$ cat src/hdl/adc_ctrl_regs.svh
// Register addresses, field positions, reset values and timing counts
// Assumes inclusion by the control module and its bench; the package does not read it
`ifndef ADC_CTRL_REGS_SVH
`define ADC_CTRL_REGS_SVH
`define ADC_ADDR_MODE      32'hfffff200
`define ADC_ADDR_TIMING    32'hfffff201
`define ADC_ADDR_CHANNEL   32'hfffff202
`define ADC_ADDR_TRIG_SRC  32'hfffff203
`define ADC_ADDR_CMP_MODE  32'hfffff204
`define ADC_ADDR_CMP_THR   32'hfffff205
`define ADC_MODE_RESET     8'h00
`define ADC_TIMING_RESET   8'h00
`define ADC_TRIG_SRC_RESET 8'h00
`define ADC_MODE_BUSY_BIT  0
`define ADC_MODE_WMASK     8'hfe
`define ADC_SRC_WMASK      8'h03
`define ADC_CONV_UNIT      9'h01f
`define ADC_STAB_CODE0     9'h010
`define ADC_STAB_CODE1     9'h01f
`define ADC_STAB_CODE2     9'h02f
`define ADC_STAB_OTHER     9'h032
`endif

$ cat src/hdl/adc_ctrl_pkg.sv
// Types shared by the converter control block and its bench
// Assumes adc_ctrl_regs.svh holds the register numbers; enum encodings stand here
package adc_ctrl_pkg;
    typedef enum logic [1:0] {
        OP_CONT_SELECT = 2'h0,
        OP_CONT_SCAN   = 2'h1,
        OP_FORBIDDEN   = 2'h2,
        OP_ONESHOT     = 2'h3
    } op_mode_type;
    typedef enum logic [1:0] {
        EDGE_NONE = 2'h0,
        EDGE_FALL = 2'h1,
        EDGE_RISE = 2'h2,
        EDGE_BOTH = 2'h3
    } edge_sel_type;
    typedef enum logic [1:0] {
        SRC_EXT_PIN = 2'h0,
        SRC_TIMER0  = 2'h1,
        SRC_TIMER1  = 2'h2,
        SRC_NONE    = 2'h3
    } trig_src_type;
    typedef struct packed {
        logic         conversion_enable;
        logic         spare;
        op_mode_type  op_mode;
        edge_sel_type trig_edge_sel;
        logic         trigger_mode_sel;
        logic         busy_flag;
    } mode_ctrl_type;
    typedef struct packed {
        logic        wr;
        logic        rd;
        logic [31:0] addr;
        logic [7:0]  wdata;
        logic [7:0]  mask;
    } reg_req_type;
    typedef enum logic [1:0] {
        ST_IDLE    = 2'h0,
        ST_STAB    = 2'h1,
        ST_CONVERT = 2'h3,
        ST_WAIT    = 2'h2
    } conv_state_type;
endpackage : adc_ctrl_pkg

$ cat src/hdl/adc_mode_and_timing_control.sv
// Mode and conversion-timing control of a 10-bit SAR converter
// Assumes a CPU byte/bit register port and a trigger pin from outside
`timescale 1ns/1ps
`include "adc_ctrl_regs.svh"

// Contract
// - Mode register eight bits, byte/bit access, zero reset
// - Bit zero is read-only busy flag
// - Enable bit low stops all conversion
// - Operation mode bits pick select/scan/one-shot
// - Edge bits pick none/falling/rising/both edges
// - Trigger mode bit: software or hardware
// - Busy flag high throughout a conversion
// - Software mode: busy write restarts conversion
// - Hardware mode: busy write returns to waiting
// - Timing register eight bits, zero reset
// - Conversion lasts (code+1)*31 clocks
// - Enable rise waits code-dependent stabilization delay
// - Enable starts conversion or trigger wait
// - Source field picks pin, timer0 or timer1
module adc_mode_and_timing_control
(
    input  wire logic                      clk,
    input  wire logic                      arst_n,
    input  wire adc_ctrl_pkg::reg_req_type req,
    output logic [7:0]                     rd_data,
    input  wire logic                      ext_trigger_pin,
    input  wire logic                      timer_compare0_event,
    input  wire logic                      timer_compare1_event,
    output logic                           busy,
    output logic                           conv_start,
    output logic                           conv_done
);
    adc_ctrl_pkg::mode_ctrl_type  mode;
    adc_ctrl_pkg::mode_ctrl_type  next_mode;
    logic [7:0]                   timing;
    logic [7:0]                   next_timing;
    logic [7:0]                   trig_src;
    logic [7:0]                   next_trig_src;
    logic [7:0]                   next_rd_data;
    adc_ctrl_pkg::conv_state_type state;
    adc_ctrl_pkg::conv_state_type next_state;
    logic [8:0]                   count;
    logic [8:0]                   next_count;
    logic                         next_conv_start;
    logic                         next_conv_done;
    logic                         pin_meta;
    logic                         pin_sync;
    logic                         pin_prev;
    logic                         edge_hit;
    logic                         trig_hit;
    logic                         abort_wr;

    function automatic logic [7:0] merge(input logic [7:0] old, input logic [7:0] data,
                                         input logic [7:0] mask);
        merge = (old & ~mask) | (data & mask);
    endfunction : merge

    function automatic logic [8:0] conv_cycles(input logic [3:0] code);
        conv_cycles = 9'(({5'h00, code} + 9'h001) * `ADC_CONV_UNIT);
    endfunction : conv_cycles

    function automatic logic [8:0] stab_cycles(input logic [3:0] code);
        unique case (code)
            4'h0:    stab_cycles = `ADC_STAB_CODE0;
            4'h1:    stab_cycles = `ADC_STAB_CODE1;
            4'h2:    stab_cycles = `ADC_STAB_CODE2;
            default: stab_cycles = `ADC_STAB_OTHER;
        endcase
    endfunction : stab_cycles

    // Writes that disturb a conversion in flight; channel and compare
    // registers live elsewhere, only their write strobe matters here
    always_comb
    begin
        abort_wr = req.wr && (req.addr == `ADC_ADDR_MODE || req.addr == `ADC_ADDR_TRIG_SRC ||
                              req.addr == `ADC_ADDR_CHANNEL || req.addr == `ADC_ADDR_CMP_MODE ||
                              req.addr == `ADC_ADDR_CMP_THR);
    end

    // Register group
    always_comb
    begin
        next_mode     = mode;
        next_timing   = timing;
        next_trig_src = trig_src;
        next_rd_data  = rd_data;
        if (req.wr && req.addr == `ADC_ADDR_MODE)
            next_mode = merge(mode, req.wdata, req.mask & `ADC_MODE_WMASK);
        if (req.wr && req.addr == `ADC_ADDR_TIMING)
            next_timing = merge(timing, req.wdata, req.mask);
        if (req.wr && req.addr == `ADC_ADDR_TRIG_SRC)
            next_trig_src = merge(trig_src, req.wdata, req.mask & `ADC_SRC_WMASK);
        // The busy bit is live state, never a stored copy
        next_mode.busy_flag = (next_state == adc_ctrl_pkg::ST_CONVERT);
        if (req.rd)
        begin
            unique case (req.addr)
                `ADC_ADDR_MODE:     next_rd_data = {mode[7:1], busy};
                `ADC_ADDR_TIMING:   next_rd_data = timing;
                `ADC_ADDR_TRIG_SRC: next_rd_data = trig_src;
                default:            next_rd_data = 8'h00;
            endcase
        end
    end

    always_ff @(posedge clk or negedge arst_n)
    begin
        if (!arst_n)
        begin
            mode     <= `ADC_MODE_RESET;
            timing   <= `ADC_TIMING_RESET;
            trig_src <= `ADC_TRIG_SRC_RESET;
            rd_data  <= 8'h00;
        end
        else
        begin
            mode     <= next_mode;
            timing   <= next_timing;
            trig_src <= next_trig_src;
            rd_data  <= next_rd_data;
        end
    end

    // Trigger pin: two stages, then a third for edge memory
    always_ff @(posedge clk or negedge arst_n)
    begin
        if (!arst_n)
        begin
            pin_meta <= 1'b0;
            pin_sync <= 1'b0;
            pin_prev <= 1'b0;
        end
        else
        begin
            pin_meta <= ext_trigger_pin;
            pin_sync <= pin_meta;
            pin_prev <= pin_sync;
        end
    end

    always_comb
    begin
        unique case (mode.trig_edge_sel)
            adc_ctrl_pkg::EDGE_NONE: edge_hit = 1'b0;
            adc_ctrl_pkg::EDGE_FALL: edge_hit = pin_prev & ~pin_sync;
            adc_ctrl_pkg::EDGE_RISE: edge_hit = pin_sync & ~pin_prev;
            adc_ctrl_pkg::EDGE_BOTH: edge_hit = pin_sync ^ pin_prev;
        endcase
        unique case (adc_ctrl_pkg::trig_src_type'(trig_src[1:0]))
            adc_ctrl_pkg::SRC_EXT_PIN: trig_hit = edge_hit;
            adc_ctrl_pkg::SRC_TIMER0:  trig_hit = timer_compare0_event;
            adc_ctrl_pkg::SRC_TIMER1:  trig_hit = timer_compare1_event;
            adc_ctrl_pkg::SRC_NONE:    trig_hit = 1'b0;
        endcase
    end

    // Conversion sequencer; reacts to register contents one cycle after a write
    always_comb
    begin
        next_state      = state;
        next_count      = count;
        next_conv_start = 1'b0;
        next_conv_done  = 1'b0;
        if (!mode.conversion_enable)
            next_state = adc_ctrl_pkg::ST_IDLE;
        else
        begin
            unique case (state)
                adc_ctrl_pkg::ST_IDLE:
                begin
                    next_state = adc_ctrl_pkg::ST_STAB;
                    next_count = stab_cycles(timing[3:0]) - 9'h001;
                end
                adc_ctrl_pkg::ST_STAB:
                begin
                    if (count != 9'h000)
                        next_count = count - 9'h001;
                    else if (!mode.trigger_mode_sel)
                    begin
                        next_state      = adc_ctrl_pkg::ST_CONVERT;
                        next_count      = conv_cycles(timing[3:0]) - 9'h001;
                        next_conv_start = 1'b1;
                    end
                    else
                        next_state = adc_ctrl_pkg::ST_WAIT;
                end
                adc_ctrl_pkg::ST_WAIT:
                begin
                    if (mode.trigger_mode_sel && trig_hit)
                    begin
                        next_state      = adc_ctrl_pkg::ST_CONVERT;
                        next_count      = conv_cycles(timing[3:0]) - 9'h001;
                        next_conv_start = 1'b1;
                    end
                end
                adc_ctrl_pkg::ST_CONVERT:
                begin
                    if (abort_wr && mode.trigger_mode_sel)
                        next_state = adc_ctrl_pkg::ST_WAIT;
                    else if (abort_wr || (count == 9'h000 &&
                             mode.op_mode != adc_ctrl_pkg::OP_ONESHOT))
                    begin
                        // Continuous modes chain straight into the next conversion
                        next_count      = conv_cycles(timing[3:0]) - 9'h001;
                        next_conv_start = 1'b1;
                        next_conv_done  = !abort_wr;
                    end
                    else if (count == 9'h000)
                    begin
                        next_state     = adc_ctrl_pkg::ST_WAIT;
                        next_conv_done = 1'b1;
                    end
                    else
                        next_count = count - 9'h001;
                end
            endcase
        end
    end

    always_ff @(posedge clk or negedge arst_n)
    begin
        if (!arst_n)
        begin
            state      <= adc_ctrl_pkg::ST_IDLE;
            count      <= 9'h000;
            busy       <= 1'b0;
            conv_start <= 1'b0;
            conv_done  <= 1'b0;
        end
        else
        begin
            state      <= next_state;
            count      <= next_count;
            busy       <= (next_state == adc_ctrl_pkg::ST_CONVERT);
            conv_start <= next_conv_start;
            conv_done  <= next_conv_done;
        end
    end
endmodule : adc_mode_and_timing_control

$ cat config.mk
export PLATFORM = sky130hd
export DESIGN_NAME = adc_mode_and_timing_control
export DESIGN_NICKNAME = d
export VERILOG_FILES = /design/src/hdl/adc_ctrl_pkg.sv /design/src/hdl/adc_mode_and_timing_control.sv
export VERILOG_INCLUDE_DIRS = /design/src /design/src/hdl
export SDC_FILE = /design/constraint.sdc
export NUM_CORES = 1
export LEC_CHECK = 0
export BUFFER_PORTS_ARGS = -buffer_cell sky130_fd_sc_hd__buf_4
export CORE_MARGIN = 2
export CORE_UTILIZATION = 60
export DETAILED_ROUTE_END_ITERATION = 8
export PLACE_DENSITY = 0.86
export SYNTH_ARGS = -nofsm -noshare
export SYNTH_HDL_FRONTEND = slang
export SYNTH_SLANG_ARGS = --single-unit
export TNS_END_PERCENT = 50
$ cat constraint.sdc
create_clock -name clk -period 8.4 [get_ports clk]
set_clock_uncertainty 0.15 [all_clocks]
set_input_delay 1.68 -clock clk [delete_from_list [all_inputs] [get_ports clk]]
set_output_delay 1.68 -clock clk [all_outputs]
set_load 0.02 [all_outputs]
==> flow_summary_export.csv <==
group,metric,value,unit
status,status,"finished clean",
die,coreArea,0.005107,mm2
layout,final_cell_mix,"buf_4 (65), dfrtp_1 (42), inv_1 (37), nand2_1 (30)",
logic_synthesis,yosysUniqueCellTypes,59,
power,vdd_drop_max,0.09466,mV
setup_path,crit_path_max_fanout,9,
clock_tree,cts_max_level,2,
logic_synthesis,synth-compound-area-share,0.1558,
grt,top_usage_layer,"met2",
drt,vias,2771,
grt,grt_use_total,0.2795,
logic_synthesis,synth_top_family_by_area,"simple AND/OR/NAND/NOR gates",
setup_path,r2r_slack,3.20,ns
timing,period_minus_slack,5.196,ns
logic_synthesis,synth_fp_nets,425,
logic_synthesis,syn-instance-count,341,
logic_synthesis,async_reset_ff_frac,1.000,
hold_path,hold_path_startpoint,"pin_meta",
setup_path,setup.worst_path.start_class,"flip-flop",
setup_path,worstPathRequired,8.47,ns
clock_tree,cts_tree,"done",
logic_synthesis,synth_xor_area_frac,0.04131,
grt,use_met2,0.4658,
grt,met1_usage,0.3580,
power,power_density,101.7,mW/mm2
timing,maxSlewHeadroom,0.5798,
run,cap_violations,0,
die,dieArea,0.005899,mm2
layout,multi_input_area,0.001934,mm2
hold_path,hold_path_depth,0,
layout,drive_above_1_share,0.2581,
logic_synthesis,synth_edf_count,0,
layout,area_growth,19.43,%
drt,drc_errors,0,
logic_synthesis,synth_adder_area_share,0.1353,
timing,setup_tns,0,ns
layout,final_common_cell,"buf_4",
logic_synthesis,ys_seq_elements,42,
drt,first_pass_iters,5,
placement,port-buffer-count,65,
grt,gr-total-overflow,0,
drt,drtIter0Drc,218,
setup_path,end_kind,"flip-flop",
timing,hold_viol_final,0,
drt,postRouteAntennaNets,0,
logic_synthesis,synth_area,0.003181,mm2
timing,worst_slew_pin_slew,0.6282,ns
clock_tree,path_clk_slew,0.09,ns
clock_tree,cts_resized,0,
clock_tree,post-cts-setup-buffers,0,
setup_path,cp_top_family,"adder cells",
clock_tree,numCtsBuffers,5,
placement,place_area,0.003704,mm2
die,die_w,76.81,um
drt,routedWlPerCell,16.29,um
placement,finalWeightedCongestion,0.9159,
setup_path,critical_path_class,"flip-flop to flip-flop",
hold_path,holdPathEnd,"pin_sync",
layout,final_nets,486,
logic_synthesis,synth.mux.area_fraction,0.08537,
die,die_h,76.81,um
hold_path,hold_path.class,"flip-flop to flip-flop",
clock_tree,clk_path_buf_depth,2,
die,num_rows,26,
logic_synthesis,synth-simple-area-share,0.1904,
setup_path,path_cells,"ha_1 > xor2_1 > inv_1 > ha_1 > inv_1 > fa_1 > inv_1 > fa_1 > inv_1 > ha_1 > o21ai_0 > or4b_2 > nand3_1 > nor2_1 > a211oi_1 > o21ai_0 > a31oi_1",
timing,slew_viol_final,0,
setup_path,cpMaxStageDelayCell,"or4b_2",
grt,grt_max_degree,43,
grt,use_met3,0.05059,
logic_synthesis,yosys_warnings,0,
logic_synthesis,synth_ff_type,"dfrtp_1",
die,initial_core_util,0.6227,
timing,setup_viol,0,
setup_path,crit_arrival,5.27,ns
setup_path,crit_top_cell,"inv_1",
layout,regArea,0.001051,mm2
layout,diodes,0,
setup_path,ff2ff_path_depth,17,
clock_tree,clk_root_buffer_cell,"clkbuf_8",
grt,antenna_found_initial,0,
die,pin_count,66,
setup_path,r2r-end,"count[8]",
grt,grt_pass1_vias,2917,
placement,place.detailed.hpwl,5921,um
drt,viasPerCell,5.858,
logic_synthesis,synth_area_per_cell,9.327,um2
grt,grt_pass1_wl,13440,um
clock_tree,clock-sinks,42,
clock_tree,cts_hold_buf,0,
layout,nFillCells,391,
layout,final_area,0.003799,mm2
timing,rsz0062_at_grt,"no",
power,leakage,1.838,nW
timing,timing.fmax,192.5,MHz
drt,drt-total-wl,7706,um
logic_synthesis,ys_seq_area_frac,0.3304,
clock_tree,clk_latency,0.30,ns
timing,finalCritPeriodShare,0.6186,
layout,fin_util,0.7438,
setup_path,path_buf_inv,4,
setup_path,cp_slowest_stage_delay,0.67,ns
[logic make-up (layout without fill, tap and decap cells)]
family          count (synthesis)  in the layout
simple gates                  108            108
compound gates                 76             76
buf+inv                        49            111
flops                          42             42
fa+ha+maj                      29             29
mux                            22             22
xor+xnor                       15             15
[routing by layer]
metal  routed length [um]  vias to the layer above
li1                     -                     1328
met1                 3310                     1305
met2                 3773                      122
met3                  457                       16
met4                  165                        0
met5                    0                        -
[power breakdown]
| part | switching [W] | internal (W) | leakage, nW |
|---|---|---|---|
| Clock | 0.0000755 | 0.0000662 | 0.0472 |
| Combinational | 0.0000170 | 0.0000215 | 1.23 |
| Sequential | 0.00000151 | 0.000205 | 0.561 |
| Total | 0.0000940 | 0.000292 | 1.84 |
[stage by stage]
| step | hold slack [ns] | worst slack [ns] | power (W) | std cells |
|---|---|---|---|---|
| 6_report | 0.2036 | 3.204 | 0.0003863 | 473 |
| 5_1_grt | 0.2312 | 2.789 | 0.0004008 | 473 |
| 3_5_place_dp | 0.1847 | 3.259 | 0.0002488 | 465 |
| 3_3_place_gp | 0.1821 | 3.575 | 0.0002479 | 465 |
| 4_1_cts | 0.2044 | 3.257 | 0.0003870 | 473 |
| 2_1_floorplan | 0.1812 | 3.779 | 0.0002185 | 341 |
[final cells by class]
| class | instances | share of cell area |
|---|---|---|
| timing repair buffer | 65 | 0.1285 |
| multi-input combinational | 250 | 0.5092 |
| inverter | 38 | 0.03755 |
| clock buffer | 6 | 0.02174 |
| tap | 70 | 0.02306 |
| sequential | 42 | 0.2767 |
| clock inverter | 2 | 0.003294 |
[worst reg2reg max path, stage by stage (launching register included)]
cell      delay [ns]
dfrtp_1         0.52
ha_1            0.27
xor2_1          0.53
inv_1           0.19
ha_1            0.32
inv_1           0.04
fa_1            0.47
inv_1           0.05
fa_1            0.52
inv_1           0.04
ha_1            0.32
o21ai_0         0.14
or4b_2          0.67
nand3_1         0.13
nor2_1          0.07
a211oi_1        0.30
o21ai_0         0.14
a31oi_1         0.23
[how the worst max path moves through the flow]
stage                          end  slack [ns]  cells after the start
after global placement    count[8]        3.58                     17
final                     count[8]        3.20                     17
after CTS                 count[8]        3.26                     17
after floorplan           count[8]        3.78                     17
after global routing      count[8]        2.79                     17
after detailed placement  count[8]        3.26                     17
[synth_stat cells, drive strengths merged, types with 6 or more instances]
library cell / instances / area (um2)
a21oi: 17 / 85.08
a22oi: 8 / 73.82
clkbuf: 6 / 22.52
dfrtp: 42 / 1051
fa: 9 / 180.2
ha: 20 / 250.2
inv: 38 / 142.6
mux2: 17 / 221.5
nand2: 30 / 112.6
nand3: 10 / 50.05
nor2: 19 / 71.32
nor3: 11 / 76.33
o21ai: 21 / 105.1
xnor2: 9 / 78.83
xor2: 6 / 52.55
Note: power is estimated with default switching activity, not from simulation.
